## src/rtl/idle_wake_pkg.sv

```systemverilog
// Purpose: shared constants and types for the idle mode wake controller
// Assumes: 250 MHz aclk, AXI4-Lite register access
// Notes: offsets are byte addresses of aligned 32-bit words
package idle_wake_pkg;
  // ****************************************
  // register map
  // ****************************************
  localparam logic [7:0] ctrl_off = 8'h00;
  localparam logic [7:0] status_off = 8'h04;
  localparam logic [7:0] cmd_off = 8'h08;
  localparam logic [7:0] irq_off = 8'h0c;
  // ctrl field positions
  localparam int idle_select_pos = 0;
  localparam int clock_source_select_pos = 1;
  localparam int internal_freq_select_pos = 4;
  localparam int low_freq_source_select_pos = 7;
  localparam int secondary_osc_enable_pos = 8;
  localparam int watchdog_enable_pos = 9;
  localparam int clock_fail_monitor_pos = 10;
  localparam int two_speed_start_pos = 11;
  localparam int internal_is_primary_pos = 12;
  // cmd field positions
  localparam int cmd_sleep_pos = 0;
  localparam int cmd_wdt_clear_pos = 1;
  // reset values
  localparam logic [31:0] ctrl_reset = 32'h0000_0000;
  // ****************************************
  // timing
  // ****************************************
  localparam int clk_period_ps = 4000;
  localparam int cpu_startup_delay_ps = 2000000;
  localparam int internal_osc_settle_ps = 1000000;
  localparam int cpu_startup_cycles = (cpu_startup_delay_ps + clk_period_ps - 1) / clk_period_ps;
  localparam int internal_osc_settle_cycles = (internal_osc_settle_ps + clk_period_ps - 1) / clk_period_ps;
  localparam int osc_startup_cycles = 1024;
  localparam int wdt_timeout_cycles = 4096;
  localparam logic [1:0] resp_okay = 2'b00;
  localparam logic [1:0] resp_slverr = 2'b10;
  // ****************************************
  // types
  // ****************************************
  typedef enum logic [2:0] {
    st_run = 3'b000,
    st_idle = 3'b001,
    st_sleep = 3'b010,
    st_wake = 3'b011,
    st_reset_hold = 3'b100
  } pm_state_t;
  typedef enum logic [1:0] {
    src_primary = 2'b00,
    src_secondary = 2'b01,
    src_internal = 2'b10
  } clk_src_t;
  typedef struct packed {
    logic primary_clock_ready_flag;
    logic internal_osc_stable_flag;
    logic secondary_osc_running_flag;
  } clk_flags_t;
endpackage

```

## src/rtl/idle_mode_wake_controller.sv

```systemverilog
// Purpose: idle and sleep entry, wake-up and cpu restart timing
// Assumes: oscillator and irq inputs are asynchronous pins; cpu strobes are on aclk
// Notes: registers over AXI4-Lite, one write and one read at a time
`timescale 1ns/10ps
// Contract
// - idle sleep gates cpu, keeps peripherals
// - idle keeps watchdog osc and secondary
// - only irq, watchdog, reset wake
// - wait startup delay, resume same source
// - wake leaves idle and source selects
// - watchdog in idle or sleep wakes
// - primary idle keeps primary ready flag
// - secondary idle stops primary, sets running
// - secondary disabled ignores sleep, clocks keep running
// - secondary wake keeps secondary clocking
// - high select chooses internal idle
// - internal output enabled, flag after settling
// - already stable flag stays set
// - all zero leaves output off
// - internal wake, slow osc stays on
// - enabled irq flag starts exit
// - branch to vector if global enable
// - resume first cycle after delay
// - watchdog in run resets device
// - watchdog cleared by listed events
// - reset exit waits startup timer
// - two-speed runs internal during startup
// - startup delay runs concurrently; ost_ff stops counting once run is entered
module idle_mode_wake_controller #(
  parameter int wdt_cycles = idle_wake_pkg::wdt_timeout_cycles
) (
  input wire logic aclk,
  input wire logic aresetn,
  input wire logic [7:0] s_axi_awaddr,
  input wire logic s_axi_awvalid,
  output logic s_axi_awready,
  input wire logic [31:0] s_axi_wdata,
  input wire logic [3:0] s_axi_wstrb,
  input wire logic s_axi_wvalid,
  output logic s_axi_wready,
  output logic [1:0] s_axi_bresp,
  output logic s_axi_bvalid,
  input wire logic s_axi_bready,
  input wire logic [7:0] s_axi_araddr,
  input wire logic s_axi_arvalid,
  output logic s_axi_arready,
  output logic [31:0] s_axi_rdata,
  output logic [1:0] s_axi_rresp,
  output logic s_axi_rvalid,
  input wire logic s_axi_rready,
  input wire logic sleep_op,
  input wire logic watchdog_clear_op,
  input wire logic global_irq_enable,
  input wire logic [7:0] irq_flag_pin,
  input wire logic primary_osc_ok_pin,
  input wire logic secondary_osc_ok_pin,
  input wire logic selected_clock_lost_pin,
  output logic cpu_clock_en,
  output logic periph_clock_en,
  output logic [1:0] periph_clock_source,
  output logic [1:0] cpu_clock_source,
  output logic primary_osc_on,
  output logic secondary_osc_on,
  output logic slow_internal_oscillator_on,
  output logic fast_internal_oscillator_on,
  output logic primary_clock_ready_flag,
  output logic internal_osc_stable_flag,
  output logic secondary_osc_running_flag,
  output logic branch_to_vector,
  output logic resume_pulse,
  output logic watchdog_reset
);
  // ****************************************
  // synchronisers for pins
  // ****************************************
  logic [10:0] meta_ff, sync_ff;
  always_ff @(posedge aclk) begin
    if (!aresetn) begin
      meta_ff <= 11'h000;
      sync_ff <= 11'h000;
    end else begin
      meta_ff <= {selected_clock_lost_pin, secondary_osc_ok_pin, primary_osc_ok_pin, irq_flag_pin};
      sync_ff <= meta_ff;
    end
  end
  wire [7:0] irq_flag = sync_ff[7:0];
  wire primary_ok = sync_ff[8];
  wire secondary_ok = sync_ff[9];
  wire clock_lost = sync_ff[10];

  // ****************************************
  // register bus slave
  // ****************************************
  logic [31:0] ctrl_ff;
  logic [7:0] irq_enable_ff;
  logic aw_ff, w_ff, bvalid_ff, rvalid_ff;
  logic [7:0] awaddr_ff;
  logic [31:0] wdata_ff, rdata_ff;
  logic [1:0] bresp_ff, rresp_ff;
  // address and data may arrive in either order
  assign s_axi_awready = !aw_ff && !bvalid_ff;
  assign s_axi_wready = !w_ff && !bvalid_ff;
  assign s_axi_arready = !rvalid_ff;
  wire do_write = aw_ff && w_ff && !bvalid_ff;
  wire wr_ctrl = do_write && awaddr_ff == idle_wake_pkg::ctrl_off;
  wire wr_cmd = do_write && awaddr_ff == idle_wake_pkg::cmd_off;
  wire wr_irq = do_write && awaddr_ff == idle_wake_pkg::irq_off;
  wire wr_status = do_write && awaddr_ff == idle_wake_pkg::status_off;
  wire wr_ok = wr_ctrl || wr_cmd || wr_irq || wr_status;
  wire [31:0] nxt_ctrl = wr_ctrl ? wdata_ff : ctrl_ff;
  always_ff @(posedge aclk) begin
    if (!aresetn) begin
      aw_ff <= 1'b0;
      w_ff <= 1'b0;
      bvalid_ff <= 1'b0;
      awaddr_ff <= 8'h00;
      wdata_ff <= 32'h0000_0000;
      bresp_ff <= 2'b00;
    end else begin
      if (s_axi_awvalid && s_axi_awready) begin
        aw_ff <= 1'b1;
        awaddr_ff <= s_axi_awaddr;
      end
      if (s_axi_wvalid && s_axi_wready) begin
        w_ff <= 1'b1;
        wdata_ff <= s_axi_wdata;
      end
      if (do_write) begin
        aw_ff <= 1'b0;
        w_ff <= 1'b0;
        bvalid_ff <= 1'b1;
        bresp_ff <= wr_ok ? idle_wake_pkg::resp_okay : idle_wake_pkg::resp_slverr;
      end else if (bvalid_ff && s_axi_bready) begin
        bvalid_ff <= 1'b0;
      end
    end
  end
  // control word and irq enables, full-word writes
  always_ff @(posedge aclk) begin
    if (!aresetn) begin
      ctrl_ff <= idle_wake_pkg::ctrl_reset;
      irq_enable_ff <= 8'h00;
    end else begin
      ctrl_ff <= nxt_ctrl;
      if (wr_irq) begin
        irq_enable_ff <= wdata_ff[7:0];
      end
    end
  end
  assign s_axi_bvalid = bvalid_ff;
  assign s_axi_bresp = bresp_ff;

  // ****************************************
  // control fields
  // ****************************************
  wire idle_select = ctrl_ff[idle_wake_pkg::idle_select_pos];
  wire [1:0] clock_source_select = ctrl_ff[idle_wake_pkg::clock_source_select_pos +: 2];
  wire clock_select_high = clock_source_select[1];
  wire [2:0] internal_freq_select = ctrl_ff[idle_wake_pkg::internal_freq_select_pos +: 3];
  wire low_freq_source_select = ctrl_ff[idle_wake_pkg::low_freq_source_select_pos];
  wire secondary_osc_enable = ctrl_ff[idle_wake_pkg::secondary_osc_enable_pos];
  wire watchdog_enable = ctrl_ff[idle_wake_pkg::watchdog_enable_pos];
  wire clock_fail_monitor = ctrl_ff[idle_wake_pkg::clock_fail_monitor_pos];
  wire two_speed_start = ctrl_ff[idle_wake_pkg::two_speed_start_pos];
  wire internal_is_primary = ctrl_ff[idle_wake_pkg::internal_is_primary_pos];
  // software strobes on bus or cpu side
  wire sleep_req = sleep_op || (wr_cmd && wdata_ff[idle_wake_pkg::cmd_sleep_pos]);
  wire wdt_clear_req = watchdog_clear_op || (wr_cmd && wdata_ff[idle_wake_pkg::cmd_wdt_clear_pos]);

  // ****************************************
  // power state machine
  // ****************************************
  idle_wake_pkg::pm_state_t state_ff, nxt_state;
  idle_wake_pkg::clk_src_t src_ff, nxt_src;
  logic [19:0] delay_ff, nxt_delay;
  logic [19:0] ost_ff, nxt_ost;
  logic [19:0] settle_ff;
  logic [31:0] wdt_ff;
  logic irq_wake_ff, vector_ff, resume_ff, wdt_reset_ff, fast_stable_ff;
  // source picked by selects, high bit wins over low
  wire [1:0] sel_src = clock_select_high ? idle_wake_pkg::src_internal : clock_source_select;
  wire fast_needed = internal_freq_select != 3'h0 || low_freq_source_select;
  wire irq_wake = |(irq_flag & irq_enable_ff);
  wire wdt_timeout = watchdog_enable && wdt_ff == 32'(wdt_cycles - 1);
  wire in_pm = state_ff == idle_wake_pkg::st_idle || state_ff == idle_wake_pkg::st_sleep;
  wire wake_event = in_pm && (irq_wake || wdt_timeout);
  // idle entry into secondary with oscillator off is dropped
  wire sleep_ignored = idle_select && sel_src == idle_wake_pkg::src_secondary && !secondary_osc_enable;
  wire sleep_take = state_ff == idle_wake_pkg::st_run && sleep_req && !sleep_ignored;
  // watchdog restarts on sleep, clear op, lost clock with monitor on, freq write in internal
  wire freq_write = wr_ctrl && wdata_ff[idle_wake_pkg::internal_freq_select_pos +: 3] != internal_freq_select;
  wire wdt_clear = sleep_req || wdt_clear_req || (clock_fail_monitor && clock_lost)
    || (freq_write && src_ff == idle_wake_pkg::src_internal);
  always_comb begin
    nxt_state = state_ff;
    nxt_src = src_ff;
    nxt_delay = delay_ff;
    nxt_ost = ost_ff;
    unique case (state_ff)
      idle_wake_pkg::st_run: begin
        if (sleep_take) begin
          nxt_state = idle_select ? idle_wake_pkg::st_idle : idle_wake_pkg::st_sleep;
          nxt_src = idle_wake_pkg::clk_src_t'(sel_src);
        end
      end
      idle_wake_pkg::st_idle, idle_wake_pkg::st_sleep: begin
        if (wake_event) begin
          nxt_state = idle_wake_pkg::st_wake;
          nxt_src = idle_wake_pkg::clk_src_t'(sel_src);
          nxt_delay = 20'(idle_wake_pkg::cpu_startup_cycles - 1);
        end
      end
      idle_wake_pkg::st_wake: begin
        if (delay_ff != 20'h00000) begin
          nxt_delay = delay_ff - 20'h00001;
        end else if (src_ff != idle_wake_pkg::src_primary || primary_ok) begin
          nxt_state = idle_wake_pkg::st_run;
        end
      end
      idle_wake_pkg::st_reset_hold: begin
        if (ost_ff != 20'h00000) begin
          nxt_ost = ost_ff - 20'h00001;
        end else if (primary_ok || internal_is_primary) begin
          nxt_state = idle_wake_pkg::st_run;
          nxt_src = idle_wake_pkg::src_primary;
        end
        if (two_speed_start || clock_fail_monitor) begin
          nxt_state = idle_wake_pkg::st_run;
          nxt_src = (primary_ok && ost_ff == 20'h00000) ? idle_wake_pkg::src_primary : idle_wake_pkg::src_internal;
        end
      end
      default: nxt_state = idle_wake_pkg::st_reset_hold;
    endcase
  end
  always_ff @(posedge aclk) begin
    if (!aresetn) begin
      state_ff <= idle_wake_pkg::st_reset_hold;
      src_ff <= idle_wake_pkg::src_primary;
      delay_ff <= 20'h00000;
      ost_ff <= 20'(idle_wake_pkg::osc_startup_cycles - 1);
    end else begin
      state_ff <= nxt_state;
      src_ff <= nxt_src;
      delay_ff <= nxt_delay;
      ost_ff <= nxt_ost;
    end
  end
  // two-speed: pending flag clears once primary is ready in run, or on sleep; src_ff is not switched
  logic handover_pending_ff;
  wire handover = handover_pending_ff && state_ff == idle_wake_pkg::st_run && primary_ok;
  // watchdog, wake cause and exit outputs
  always_ff @(posedge aclk) begin
    if (!aresetn) begin
      wdt_ff <= 32'h0000_0000;
      irq_wake_ff <= 1'b0;
      vector_ff <= 1'b0;
      resume_ff <= 1'b0;
      wdt_reset_ff <= 1'b0;
      handover_pending_ff <= 1'b0;
    end else begin
      wdt_ff <= (wdt_clear || wdt_timeout || !watchdog_enable) ? 32'h0000_0000 : wdt_ff + 32'h0000_0001;
      if (wake_event) begin
        irq_wake_ff <= irq_wake;
      end
      resume_ff <= state_ff == idle_wake_pkg::st_wake && nxt_state == idle_wake_pkg::st_run;
      vector_ff <= state_ff == idle_wake_pkg::st_wake && nxt_state == idle_wake_pkg::st_run
        && irq_wake_ff && global_irq_enable;
      wdt_reset_ff <= wdt_timeout && state_ff == idle_wake_pkg::st_run;
      if (state_ff == idle_wake_pkg::st_reset_hold) begin
        handover_pending_ff <= nxt_src == idle_wake_pkg::src_internal;
      end else if (handover || sleep_take) begin
        handover_pending_ff <= 1'b0;
      end
    end
  end
  // ****************************************
  // internal oscillator settling
  // ****************************************
  always_ff @(posedge aclk) begin
    if (!aresetn) begin
      settle_ff <= 20'h00000;
      fast_stable_ff <= 1'b0;
    end else if (!fast_needed) begin
      settle_ff <= 20'h00000;
      fast_stable_ff <= 1'b0;
    end else if (!fast_stable_ff) begin
      settle_ff <= settle_ff + 20'h00001;
      fast_stable_ff <= settle_ff == 20'(idle_wake_pkg::internal_osc_settle_cycles - 1);
    end
  end
  // ****************************************
  // clock gating and status flags
  // ****************************************
  wire running = state_ff == idle_wake_pkg::st_run;
  wire on_sec = src_ff == idle_wake_pkg::src_secondary;
  wire on_int = src_ff == idle_wake_pkg::src_internal;
  wire asleep = state_ff == idle_wake_pkg::st_sleep || state_ff == idle_wake_pkg::st_reset_hold;
  assign cpu_clock_en = running;
  // peripherals wait for a started secondary oscillator
  assign periph_clock_en = !asleep && !(on_sec && !secondary_ok);
  assign periph_clock_source = src_ff;
  assign cpu_clock_source = src_ff;
  assign primary_osc_on = !on_int && !on_sec && state_ff != idle_wake_pkg::st_sleep;
  assign secondary_osc_on = secondary_osc_enable;
  assign slow_internal_oscillator_on = watchdog_enable || clock_fail_monitor || (on_int && !asleep);
  assign fast_internal_oscillator_on = fast_needed;
  idle_wake_pkg::clk_flags_t flags;
  always_comb begin
    flags.primary_clock_ready_flag = !asleep && !on_sec && !on_int && primary_ok;
    // gated by fast_needed so the flag drops in the same cycle as the output
    flags.internal_osc_stable_flag = !asleep && fast_needed && fast_stable_ff && (on_int || internal_is_primary);
    flags.secondary_osc_running_flag = !asleep && on_sec && secondary_ok;
  end
  assign primary_clock_ready_flag = flags.primary_clock_ready_flag;
  assign internal_osc_stable_flag = flags.internal_osc_stable_flag;
  assign secondary_osc_running_flag = flags.secondary_osc_running_flag;
  assign branch_to_vector = vector_ff;
  assign resume_pulse = resume_ff;
  assign watchdog_reset = wdt_reset_ff;

  // ****************************************
  // read channel
  // ****************************************
  wire [31:0] status_word = {24'h000000, 2'b00, flags, state_ff};
  wire [31:0] rd_mux = s_axi_araddr == idle_wake_pkg::ctrl_off ? ctrl_ff
    : s_axi_araddr == idle_wake_pkg::status_off ? status_word
    : s_axi_araddr == idle_wake_pkg::irq_off ? {24'h000000, irq_enable_ff} : 32'h0000_0000;
  wire rd_ok = s_axi_araddr == idle_wake_pkg::ctrl_off || s_axi_araddr == idle_wake_pkg::status_off
    || s_axi_araddr == idle_wake_pkg::irq_off || s_axi_araddr == idle_wake_pkg::cmd_off;
  always_ff @(posedge aclk) begin
    if (!aresetn) begin
      rvalid_ff <= 1'b0;
      rdata_ff <= 32'h0000_0000;
      rresp_ff <= 2'b00;
    end else if (s_axi_arvalid && s_axi_arready) begin
      rvalid_ff <= 1'b1;
      rdata_ff <= rd_mux;
      rresp_ff <= rd_ok ? idle_wake_pkg::resp_okay : idle_wake_pkg::resp_slverr;
    end else if (rvalid_ff && s_axi_rready) begin
      rvalid_ff <= 1'b0;
    end
  end
  assign s_axi_rvalid = rvalid_ff;
  assign s_axi_rdata = rdata_ff;
  assign s_axi_rresp = rresp_ff;

  // ****************************************
  // assertions
  // ****************************************
  a_idle_cpu_off: assert property (@(posedge aclk) disable iff (!aresetn)
    in_pm |-> !cpu_clock_en) else $error("cpu clock runs in idle");
  a_wake_cause_only: assert property (@(posedge aclk) disable iff (!aresetn)
    (in_pm && !irq_wake && !wdt_timeout) |=> state_ff != idle_wake_pkg::st_wake) else $error("wake without cause");
  a_wake_delay_len: assert property (@(posedge aclk) disable iff (!aresetn)
    $rose(state_ff == idle_wake_pkg::st_wake) |-> !cpu_clock_en [*8]) else $error("cpu started early");
  a_wake_keeps_sel: assert property (@(posedge aclk) disable iff (!aresetn)
    wake_event && !wr_ctrl |=> $stable(ctrl_ff)) else $error("wake changed selects");
  a_run_wdt_reset: assert property (@(posedge aclk) disable iff (!aresetn)
    (running && wdt_timeout) |=> watchdog_reset) else $error("no watchdog reset in run");
  a_sec_ignored: assert property (@(posedge aclk) disable iff (!aresetn)
    (running && sleep_req && sleep_ignored) |=> running) else $error("ignored sleep taken");
  a_fast_off_flag: assert property (@(posedge aclk) disable iff (!aresetn)
    !fast_needed |-> !internal_osc_stable_flag && !fast_internal_oscillator_on) else $error("fast flag w/o output");
  a_vector_gated: assert property (@(posedge aclk) disable iff (!aresetn)
    branch_to_vector |-> resume_pulse && $past(global_irq_enable)) else $error("branch without enable");
  a_sec_primary_off: assert property (@(posedge aclk) disable iff (!aresetn)
    on_sec |-> !primary_osc_on && !primary_clock_ready_flag) else $error("primary on in secondary");
  c_idle_wake: cover property (@(posedge aclk) disable iff (!aresetn) in_pm ##1 state_ff == idle_wake_pkg::st_wake);
  c_resume: cover property (@(posedge aclk) disable iff (!aresetn) resume_pulse);
  c_wdt_reset: cover property (@(posedge aclk) disable iff (!aresetn) watchdog_reset);
endmodule

```

## config.mk

```make
export PLATFORM = sky130hd
export DESIGN_NAME = idle_mode_wake_controller
export DESIGN_NICKNAME = d
export VERILOG_FILES = /design/src/rtl/idle_wake_pkg.sv /design/src/rtl/idle_mode_wake_controller.sv
export SDC_FILE = /design/constraint.sdc
export NUM_CORES = 1
export LEC_CHECK = 0
export BUFFER_PORTS_ARGS = -buffer_cell sky130_fd_sc_hd__buf_2
export CAP_MARGIN = 15
export CORE_MARGIN = 2
export CORE_UTILIZATION = 25
export DETAILED_ROUTE_END_ITERATION = 8
export GPL_TIMING_DRIVEN = 0
export SETUP_SLACK_MARGIN = 0.3
export SLEW_MARGIN = 20
export SYNTH_ARGS = -nofsm -noshare
export SYNTH_HDL_FRONTEND = slang
export SYNTH_SLANG_ARGS = --single-unit
```

## constraint.sdc

```tcl
create_clock -name aclk -period 4.8 [get_ports aclk]
set_input_delay 0.72 -clock aclk [delete_from_list [all_inputs] [get_ports aclk]]
set_output_delay 0.72 -clock aclk [all_outputs]
set_load 0.01 [all_outputs]
```

==> flow_summary_export.csv, run 1 <==
group,metric,value,unit
status,status,"finished, final reports clean",
cts,cts_setup_buffers,0,
timing,slew_violations,0,
floorplanning,die_h,203,µm
timing,worstMarginPinSlew,814,ps
final_layout,regArea,4840,µm²
global_routing,grt-ovfl-total,0,
final_layout,fin_util,30.8,%
flow_run,cap_violations,0,
drt,drc_errors,0,
timing,finClkSkew,21.4,ps
timing,fmax,0.312,GHz
timing,rsz0062_at_grt,"false",
final_layout,layout_common_cells,"dfxtp_1, nand2_1, buf_2",
cts,insertion_delay,550,ps
timing,relSlewSlack,45.7,%
global_routing,grt_pass1_vias,8114,
cts,post_cts_resized,0,
synthesis,yosysWarnings,0,
power,p_per_area,365,nW/µm²
final_layout,layout_commonest_cell,"dfxtp_1",
critical_path,reg2reg_from,"awaddr_ff[7]",
cts,clock_path_buffers,3,
synthesis,syn_area,9940,µm²
critical_path,crit_arrival,2490,ps
drt,wire_per_inst,14.6,µm
global_routing,antenna_found_initial,1,
power,power_leakage,4.53,nW
cts,clkTransAtPathRegs,60,ps
global_routing,grtUsageTotal,12.9,%
floorplanning,initial_utilization,25.2,%
power,ir_worst_vdd,0.000286,V
synthesis,async_flop_share,0,%
drt,first_iter_violations,461,
final_layout,design_area,12200,µm²
drt,ant_nets,0,
cts,hold_buffers,0,
timing,tns,0,ps
timing,setup_viol,0,
floorplanning,fp-row-count,73,
synthesis,ys.flop_type,"dfxtp_1",
critical_path,startpoint,"state_ff[2]",
placement,placed_area,11200,µm²
worst_hold_path,hold_path.startpoint,"s_axi_rready",
cts,numCtsBuffers,28,
synthesis,seq_area_frac_synth,48.7,%
floorplanning,design.die.area,41400,µm²
final_layout,areaGrowthSynthToFinish,22.4,%
timing,hold_viol_final,0,
global_routing,grt_max_degree,15,
synthesis,ys_seq_elements,242,
critical_path,required,4080,ps
placement,gp_congestion,0.815,
cts,root_buffer,"clkbuf_16",
final_layout,finalNonFillerCells,1853,
final_layout,fill_cells,4216,
drt,vias,8489,
synthesis,avgSynthCellArea,8.61,µm²
drt,viasPerCell,4.58,
final_layout,drive_gt1_share,15.5,%
final_layout,multiInputGateArea,4740,µm²
floorplanning,io_pins,130,
cts,clock_sink_count,242,
floorplanning,core_region_area,39500,µm²
placement,dp.cells,1802,
critical_path,critPathKind,"reg2out",
synthesis,syn_inst,1155,
global_routing,grt_pass1_wl,43600,µm
critical_path,crit_path_end_kind,"output port",
synthesis,synth_edf_count,0,
critical_path,startpoint_type,"register",
synthesis,yosysUniqueCellTypes,66,
final_layout,nets,1390,
drt,wirelength,27000,µm
placement,dp_hpwl,20300,µm
timing,fin_crit,3210,ps
cts,htree_levels,1,
timing,fin_crit_sh,66.8,%
critical_path,path_max_fanout,10,
floorplanning,die_w,203,µm
drt,dr.pass1.iters,5,
cts,cts_tree,"built",
placement,portBuffers,121,
worst_hold_path,min_path_type,"in2reg",
Yosys cell counts, drive strengths merged, types with 5 or more instances:
master,count,area (µm²)
xor2,36,315
dfxtp,242,4840
inv,19,71.3
nor2b,5,31.3
nand3,35,180
buf,18,109
a22oi,33,248
nor4,19,159
or4,10,80.1
nor3b,5,42.5
mux2i,15,150
a21oi,103,515
o211ai,8,65.1
nor2,125,485
or3,25,158
or2,5,31.3
and2,28,175
and3,12,75.1
a31oi,7,43.8
nand4,15,93.8
a41oi,6,52.6
ha,10,125
nor3,17,95.1
o21ai,37,196
and4,8,70.1
nand2,189,709
xnor2,24,210
clkbuf,50,188
o31ai,11,82.6
worst max-delay path, stage by stage (launching register included):
cell      delay (ps)
dfxtp_1          440
clkbuf_1         390
xor2_1           180
a211oi_1         670
buf_2            260
state kept, by name (all words and copies together), names as in the netlist, 2 cells and up:
register and count:
irq_enable_ff 8, meta_ff 11, settle_ff 20, wdata_ff 32, sync_ff 11, ctrl_ff 32, delay_ff 20, s_axi_rdata 32
wdt_ff 32, cpu_clock_source 2, state_ff 3, ost_ff 20, awaddr_ff 8
layout make-up:
| type | instances | share of cell area (%) |
|---|---|---|
| antenna | 1 | 0.0206 |
| buffer | 68 | 2.44 |
| clock buffer | 38 | 6.40 |
| clock inverter | 12 | 1.39 |
| inverter | 19 | 0.586 |
| multi-input combinational | 827 | 39.0 |
| sequential | 242 | 39.8 |
| tap | 525 | 5.40 |
| timing repair buffer | 121 | 4.98 |
power by group:
group,switching (mW),internal (mW)
Clock,0.854,1.31
Sequential,0.0258,2.05
Combinational,0.130,0.0701
kinds of logic (layout without fill, tap and decap cells):
logic type	after synthesis	after routing	share of synthesized area (%)
simple gates	517	517	25.7
flops	242	242	48.7
compound gates	222	222	13.7
buf+inv	87	258	3.70
xor+xnor	60	60	5.29
mux	16	16	1.62
fa+ha+maj	10	10	1.26
other cells	1	3	0.0377
routing by layer:
layer / global-route usage [%] / wire [µm] / part of all wire, %
met1: 17.1 / 12600 / 47
met2: 21.7 / 12700 / 47
met3: 2.08 / 1150 / 4.3
met4: 3.39 / 510 / 1.9
met5: 0 / 13 / 0.048
through the flow:
stage | power, mW | setup slack [ps] | hold WS, ps
after detailed placement | 2.32 | 1830 | 423
after floorplan | 2.23 | 2640 | 412
final | 4.44 | 1590 | 373
after CTS | 4.49 | 1460 | 355
after global placement | 2.32 | 1960 | 421
after global routing | 4.60 | 1460 | 370
path summary, 6_finish.rpt:
check                                                 to  slack, ps  depth (start not counted)
worst max-delay path            internal_osc_stable_flag       1590                          4
worst min-delay path                        s_axi_rvalid        370                          2
worst max register to register                 wdt_ff[3]       2450                          6
worst min register to register                sync_ff[8]        430                          1
Power figures use the tool's default switching activity.
==> run 2: changes to the inputs <==
==> constraint.sdc (replaced) <==
create_clock -name aclk -period 3 [get_ports aclk]
set_input_delay 0.45 -clock aclk [delete_from_list [all_inputs] [get_ports aclk]]
set_output_delay 0.45 -clock aclk [all_outputs]
set_load 0.01 [all_outputs]
==> run 2 against run 1 <==
Hold slack lost 270 ps. Sequential power up 60%. Combinational power up 60%. Non-clock buffer count unchanged. Die area is the same. Count of clock-buffer cells in the layout did not move. Cell area up 0.14%. Sequential share of layout area hardly changed. Total power increased by 60%. Via count about the same. Worst setup slack worse by 1200 ps.
==> flow_summary_export.csv, run 2 (same netlist as run 1, synthesis figures left out) <==
group,metric,value,unit
global_routing,top_usage_layer,"met2",
critical_path,critPathKind,"reg2out",
drt,vias,8496,
cts,clock_path_buffers,3,
drt,wire_per_inst,14.6,µm
floorplanning,core_region_area,39500,µm²
placement,portBuffers,121,
global_routing,use_met3,2.08,%
timing,fin_crit_sh,86.3,%
global_routing,grt-ovfl-total,0,
global_routing,grt_pass1_wl,43600,µm
power,ir_worst_vdd,0.000457,V
timing,hold_viol_final,0,
global_routing,grt_max_degree,15,
power,power_leakage,4.53,nW
critical_path,required,2550,ps
timing,relSlewSlack,44.9,%
critical_path,r2r_slack,650,ps
critical_path,r2r_end,"wdt_ff[3]",
worst_hold_path,min_path_type,"in2reg",
critical_path,cp_slowest_cell,"a211o_1",
critical_path,path_max_fanout,10,
critical_path,crit_top_cell,"buf_2",
cts,cts_tree,"built",
final_layout,nets,1390,
critical_path,reg2reg_from,"awaddr_ff[7]",
timing,timing.final.ws_setup,411,ps
worst_hold_path,hold_path.startpoint,"s_axi_rready",
critical_path,crit_arrival,2140,ps
final_layout,drive_gt1_share,15.8,%
timing,rsz0062_at_grt,"false",
critical_path,slowest_delay,390,ps
placement,gp_congestion,0.815,
timing,slew_violations,0,
final_layout,multiInputGateArea,4750,µm²
status,status,"finished, final reports clean",
final_layout,regArea,4850,µm²
cts,root_buffer,"clkbuf_16",
timing,tns,0,ps
power,p_per_area,583,nW/µm²
floorplanning,die_h,203,µm
cts,hold_buffers,0,
drt,dr.pass1.iters,5,
placement,dp_hpwl,20300,µm
final_layout,fill_cells,4215,
critical_path,crit_family,"buffers and inverters",
cts,numCtsBuffers,28,
floorplanning,fp-row-count,73,
timing,finClkSkew,22.6,ps
drt,drc_errors,0,
cts,clkTransAtPathRegs,50,ps
cts,insertion_delay,550,ps
drt,viasPerCell,4.58,
critical_path,startpoint_type,"register",
global_routing,grt_use_met1,17.1,%
global_routing,grt_pass1_vias,8117,
floorplanning,design.die.area,41400,µm²
critical_path,crit_path_end_kind,"output port",
floorplanning,initial_utilization,25.2,%
global_routing,grtUsageTotal,12.9,%
timing,worstMarginPinSlew,819,ps
critical_path,critPathBufInv,2,
floorplanning,io_pins,130,
critical_path,path_depth,5,
critical_path,reg2regPathDepth,6,
global_routing,grtUsageMet2,21.7,%
critical_path,worstPathCellList,"buf_2 -> xor2_2 -> nand2_1 -> a211o_1 -> buf_2",
placement,pre_cts_slack,304,ps
final_layout,layout_common_cells,"dfxtp_1, nand2_1, buf_2",
worst_hold_path,min_to,"s_axi_rvalid",
drt,first_iter_violations,486,
worst_hold_path,holdPathStages,2,
cts,htree_levels,1,
timing,setup_viol,0,
timing,fin_crit,2590,ps
drt,ant_nets,0,
floorplanning,die_w,203,µm
final_layout,areaGrowthSynthToFinish,22.5,%
drt,wirelength,27000,µm
cts,clock_sink_count,242,
final_layout,layout_commonest_cell,"dfxtp_1",
timing,fmax,0.386,GHz
global_routing,antenna_found_initial,1,
flow_run,cap_violations,0,
[run 2: power breakdown]
group	switching (mW)	internal, mW	leakage [nW]
sequential	0.0412	3.28	1.96
combinational	0.209	0.112	2.11
clock	1.37	2.09	0.458
[run 2: metrics by stage]
stage / cell area (µm²) / hold slack [ps] / power [mW] / utilization, % / instances
final: 12200 / 103 / 7.10 / 30.9 / 1853
after global routing: 12200 / 100 / 7.36 / 30.9 / 1852
after CTS: 12200 / 84.9 / 7.18 / 30.8 / 1852
after detailed placement: 11200 / 423 / 3.72 / 28.4 / 1802
after global placement: 11200 / 421 / 3.71 / 28.4 / 1802
after floorplan: 9940 / 412 / 3.57 / - / 1156
[run 2: metal layers]
metal,vias to the layer above,wire (µm)
met4,2,516
met1,3973,12600
li1,4310,-
met2,175,12700
met5,-,13
met3,36,1200
[run 2: cell type report]
type                    instances  share of cell area (%)
inverters                      19                   0.586
flip-flops and latches        242                    39.8
plain buffers                  68                    2.47
well taps                     525                    5.39
diodes                          1                  0.0205
clock inverters                12                    1.39
multi-input cells             827                    39.0
clock buffers                  38                    6.39
repair buffers                121                    4.97
[run 2: how the worst max path moves through the flow]
stage                    startpoint                           to  slack [ps]
floorplan               delay_ff[0]                  delay_ff[6]         990
global placement    s_axi_araddr[5]              s_axi_rdata[21]         430
detailed placement  s_axi_araddr[5]              s_axi_rdata[22]         300
CTS                     state_ff[2]  slow_internal_oscillator_on         320
global route            state_ff[1]  slow_internal_oscillator_on         300
finish                  state_ff[1]  slow_internal_oscillator_on         410
[run 2: worst register-to-register path, cell delays in order (launching register included)]
cell and delay (ps):
dfxtp_1 320, nor4_2 530, nand4b_1 460, a31oi_1 350
a211o_1 240, buf_2 250, nor2_1 80
[run 2: what timing repair did]
action / in CTS / in global routing
setup endpoints to repair: 4 / 1
cloned: 0 / 0
endpoints found under the hold margin: 0 / 0
buffers inserted: 0 / 0
resized for setup: 4 / 1
==> run 3: changes to the inputs <==
==> constraint.sdc (replaced) <==
create_clock -name aclk -period 3.2 [get_ports aclk]
set_input_delay 0.48 -clock aclk [delete_from_list [all_inputs] [get_ports aclk]]
set_output_delay 0.48 -clock aclk [all_outputs]
set_load 0.01 [all_outputs]
==> run 3 against run 2 <==
Critical endpoint unchanged. Combinational power shrank 6.2%. Count of clock-buffer cells in the layout did not move. Wire length is essentially flat. Global-route usage barely moved. First-iteration DRC count down 3.1%. Flip-flop and latch count unchanged. Clock skew hardly changed. Utilization barely moved. Total power down 6.3%. Clock power is 6.4% lower. Register-to-register slack gained 200 ps. Cell area about the same.
==> flow_summary_export.csv, run 3 (same netlist as run 1, synthesis figures left out) <==
group,metric,value,unit
status,status,"finished, final reports clean",
placement,dp_hpwl,20300,µm
placement,gp_congestion,0.815,
power,ir_worst_vdd,0.000429,V
placement,dp.cells,1802,
drt,ant_nets,0,
floorplanning,fp-row-count,73,
floorplanning,die_w,203,µm
final_layout,layout_common_cells,"dfxtp_1, nand2_1, buf_2",
cts,hold_buffers,0,
final_layout,fill_cells,4215,
final_layout,multiInputGateArea,4750,µm²
global_routing,grt-ovfl-total,0,
critical_path,reg2regPathDepth,6,
cts,cts_tree,"built",
drt,wirelength,27000,µm
floorplanning,core_region_area,39500,µm²
timing,tns,0,ps
global_routing,grt_pass1_wl,43600,µm
timing,hold_viol_final,0,
final_layout,nets,1390,
timing,worstMarginPinSlew,819,ps
timing,relSlewSlack,44.9,%
drt,first_iter_violations,471,
critical_path,crit_arrival,2250,ps
global_routing,grt_pass1_vias,8119,
timing,fmax,0.367,GHz
drt,wire_per_inst,14.6,µm
global_routing,grtUsageMet2,21.7,%
cts,clkTransAtPathRegs,60,ps
cts,clock_path_buffers,3,
power,totalPowerFinal,6.65,mW
timing,timing.final.ws_setup,474,ps
drt,viasPerCell,4.58,
timing,rsz0062_at_grt,"false",
global_routing,grt_use_met1,17.1,%
flow_run,cap_violations,0,
drt,drc_errors,0,
drt,dr.pass1.iters,5,
final_layout,fin_util,30.9,%
final_layout,finalNonFillerCells,1853,
timing,slew_violations,0,
cts,clock_sink_count,242,
cts,root_buffer,"clkbuf_16",
final_layout,design_area,12200,µm²
final_layout,areaGrowthSynthToFinish,22.5,%
final_layout,regArea,4840,µm²
floorplanning,die_h,203,µm
timing,fin_crit_sh,85.2,%
final_layout,layout_commonest_cell,"dfxtp_1",
cts,insertion_delay,550,ps
floorplanning,io_pins,130,
worst_hold_path,holdPathStages,2,
critical_path,crit_path_end_kind,"output port",
timing,finClkSkew,22.1,ps
critical_path,r2r_slack,850,ps
worst_hold_path,min_path_type,"in2reg",
cts,cts_setup_buffers,0,
power,p_per_area,547,nW/µm²
floorplanning,design.die.area,41400,µm²
critical_path,startpoint_type,"register",
critical_path,reg2reg_from,"awaddr_ff[7]",
global_routing,top_usage_layer,"met2",
timing,fin_crit,2730,ps
global_routing,use_met3,2.08,%
placement,pre_cts_slack,474,ps
timing,fin_hold_ws,133,ps
global_routing,grtUsageTotal,12.9,%
timing,setup_viol,0,
critical_path,critPathKind,"reg2out",
placement,placed_area,11200,µm²
critical_path,startpoint,"state_ff[2]",
final_layout,drive_gt1_share,15.7,%
drt,vias,8493,
worst_hold_path,hold_path.startpoint,"s_axi_rready",
global_routing,grt_max_degree,15,
placement,portBuffers,121,
cts,htree_levels,1,
power,power_leakage,4.53,nW
floorplanning,initial_utilization,25.2,%
global_routing,antenna_found_initial,1,
cts,numCtsBuffers,28,
critical_path,path_max_fanout,10,
critical_path,required,2720,ps
==> run 3: cell count changes in the layout (fill, tap and decap cells not counted) <==
cell / change
dfxtp_1: +1
clkbuf_4: -1
dfxtp_2: -1
clkbuf_2: +1
==> run 3: power by group <==
part	leakage, nW	switching [mW]	internal, mW
combinational	2.11	0.196	0.105
clock	0.458	1.28	1.96
sequential	1.96	0.0388	3.07
==> run 3: worst paths after layout <==
path	to
setup reg to reg	wdt_ff[3]
hold / removal	s_axi_rvalid
hold reg to reg	sync_ff[8]
setup / recovery	slow_internal_oscillator_on
==> run 3: worst max-delay path: stages (launching register included) <==
cell	delay, ps
dfxtp_1	440
clkbuf_2	290
xor2_2	220
nand2_1	170
a211o_1	400
buf_2	170
==> run 3: per-layer routing <==
layer	wire length [µm]	share of wire (%)
met2	12700	47
met4	531	2.0
met3	1140	4.2
met5	13	0.048
met1	12700	47
==> run 3: what timing repair did <==
item,CTS,global route
endpoints found under the setup margin,2,1
gates cloned,0,0
pin swaps,0,0
resized for setup,2,1
==> run 3: cell type report <==
cell class	count	area share (%)
timing repair buffer	121	4.97
buffer	68	2.45
clock buffer	38	6.39
tap	525	5.39
multi-input combinational	827	39.0
antenna	1	0.0206
sequential	242	39.8
clock inverter	12	1.39
inverter	19	0.586
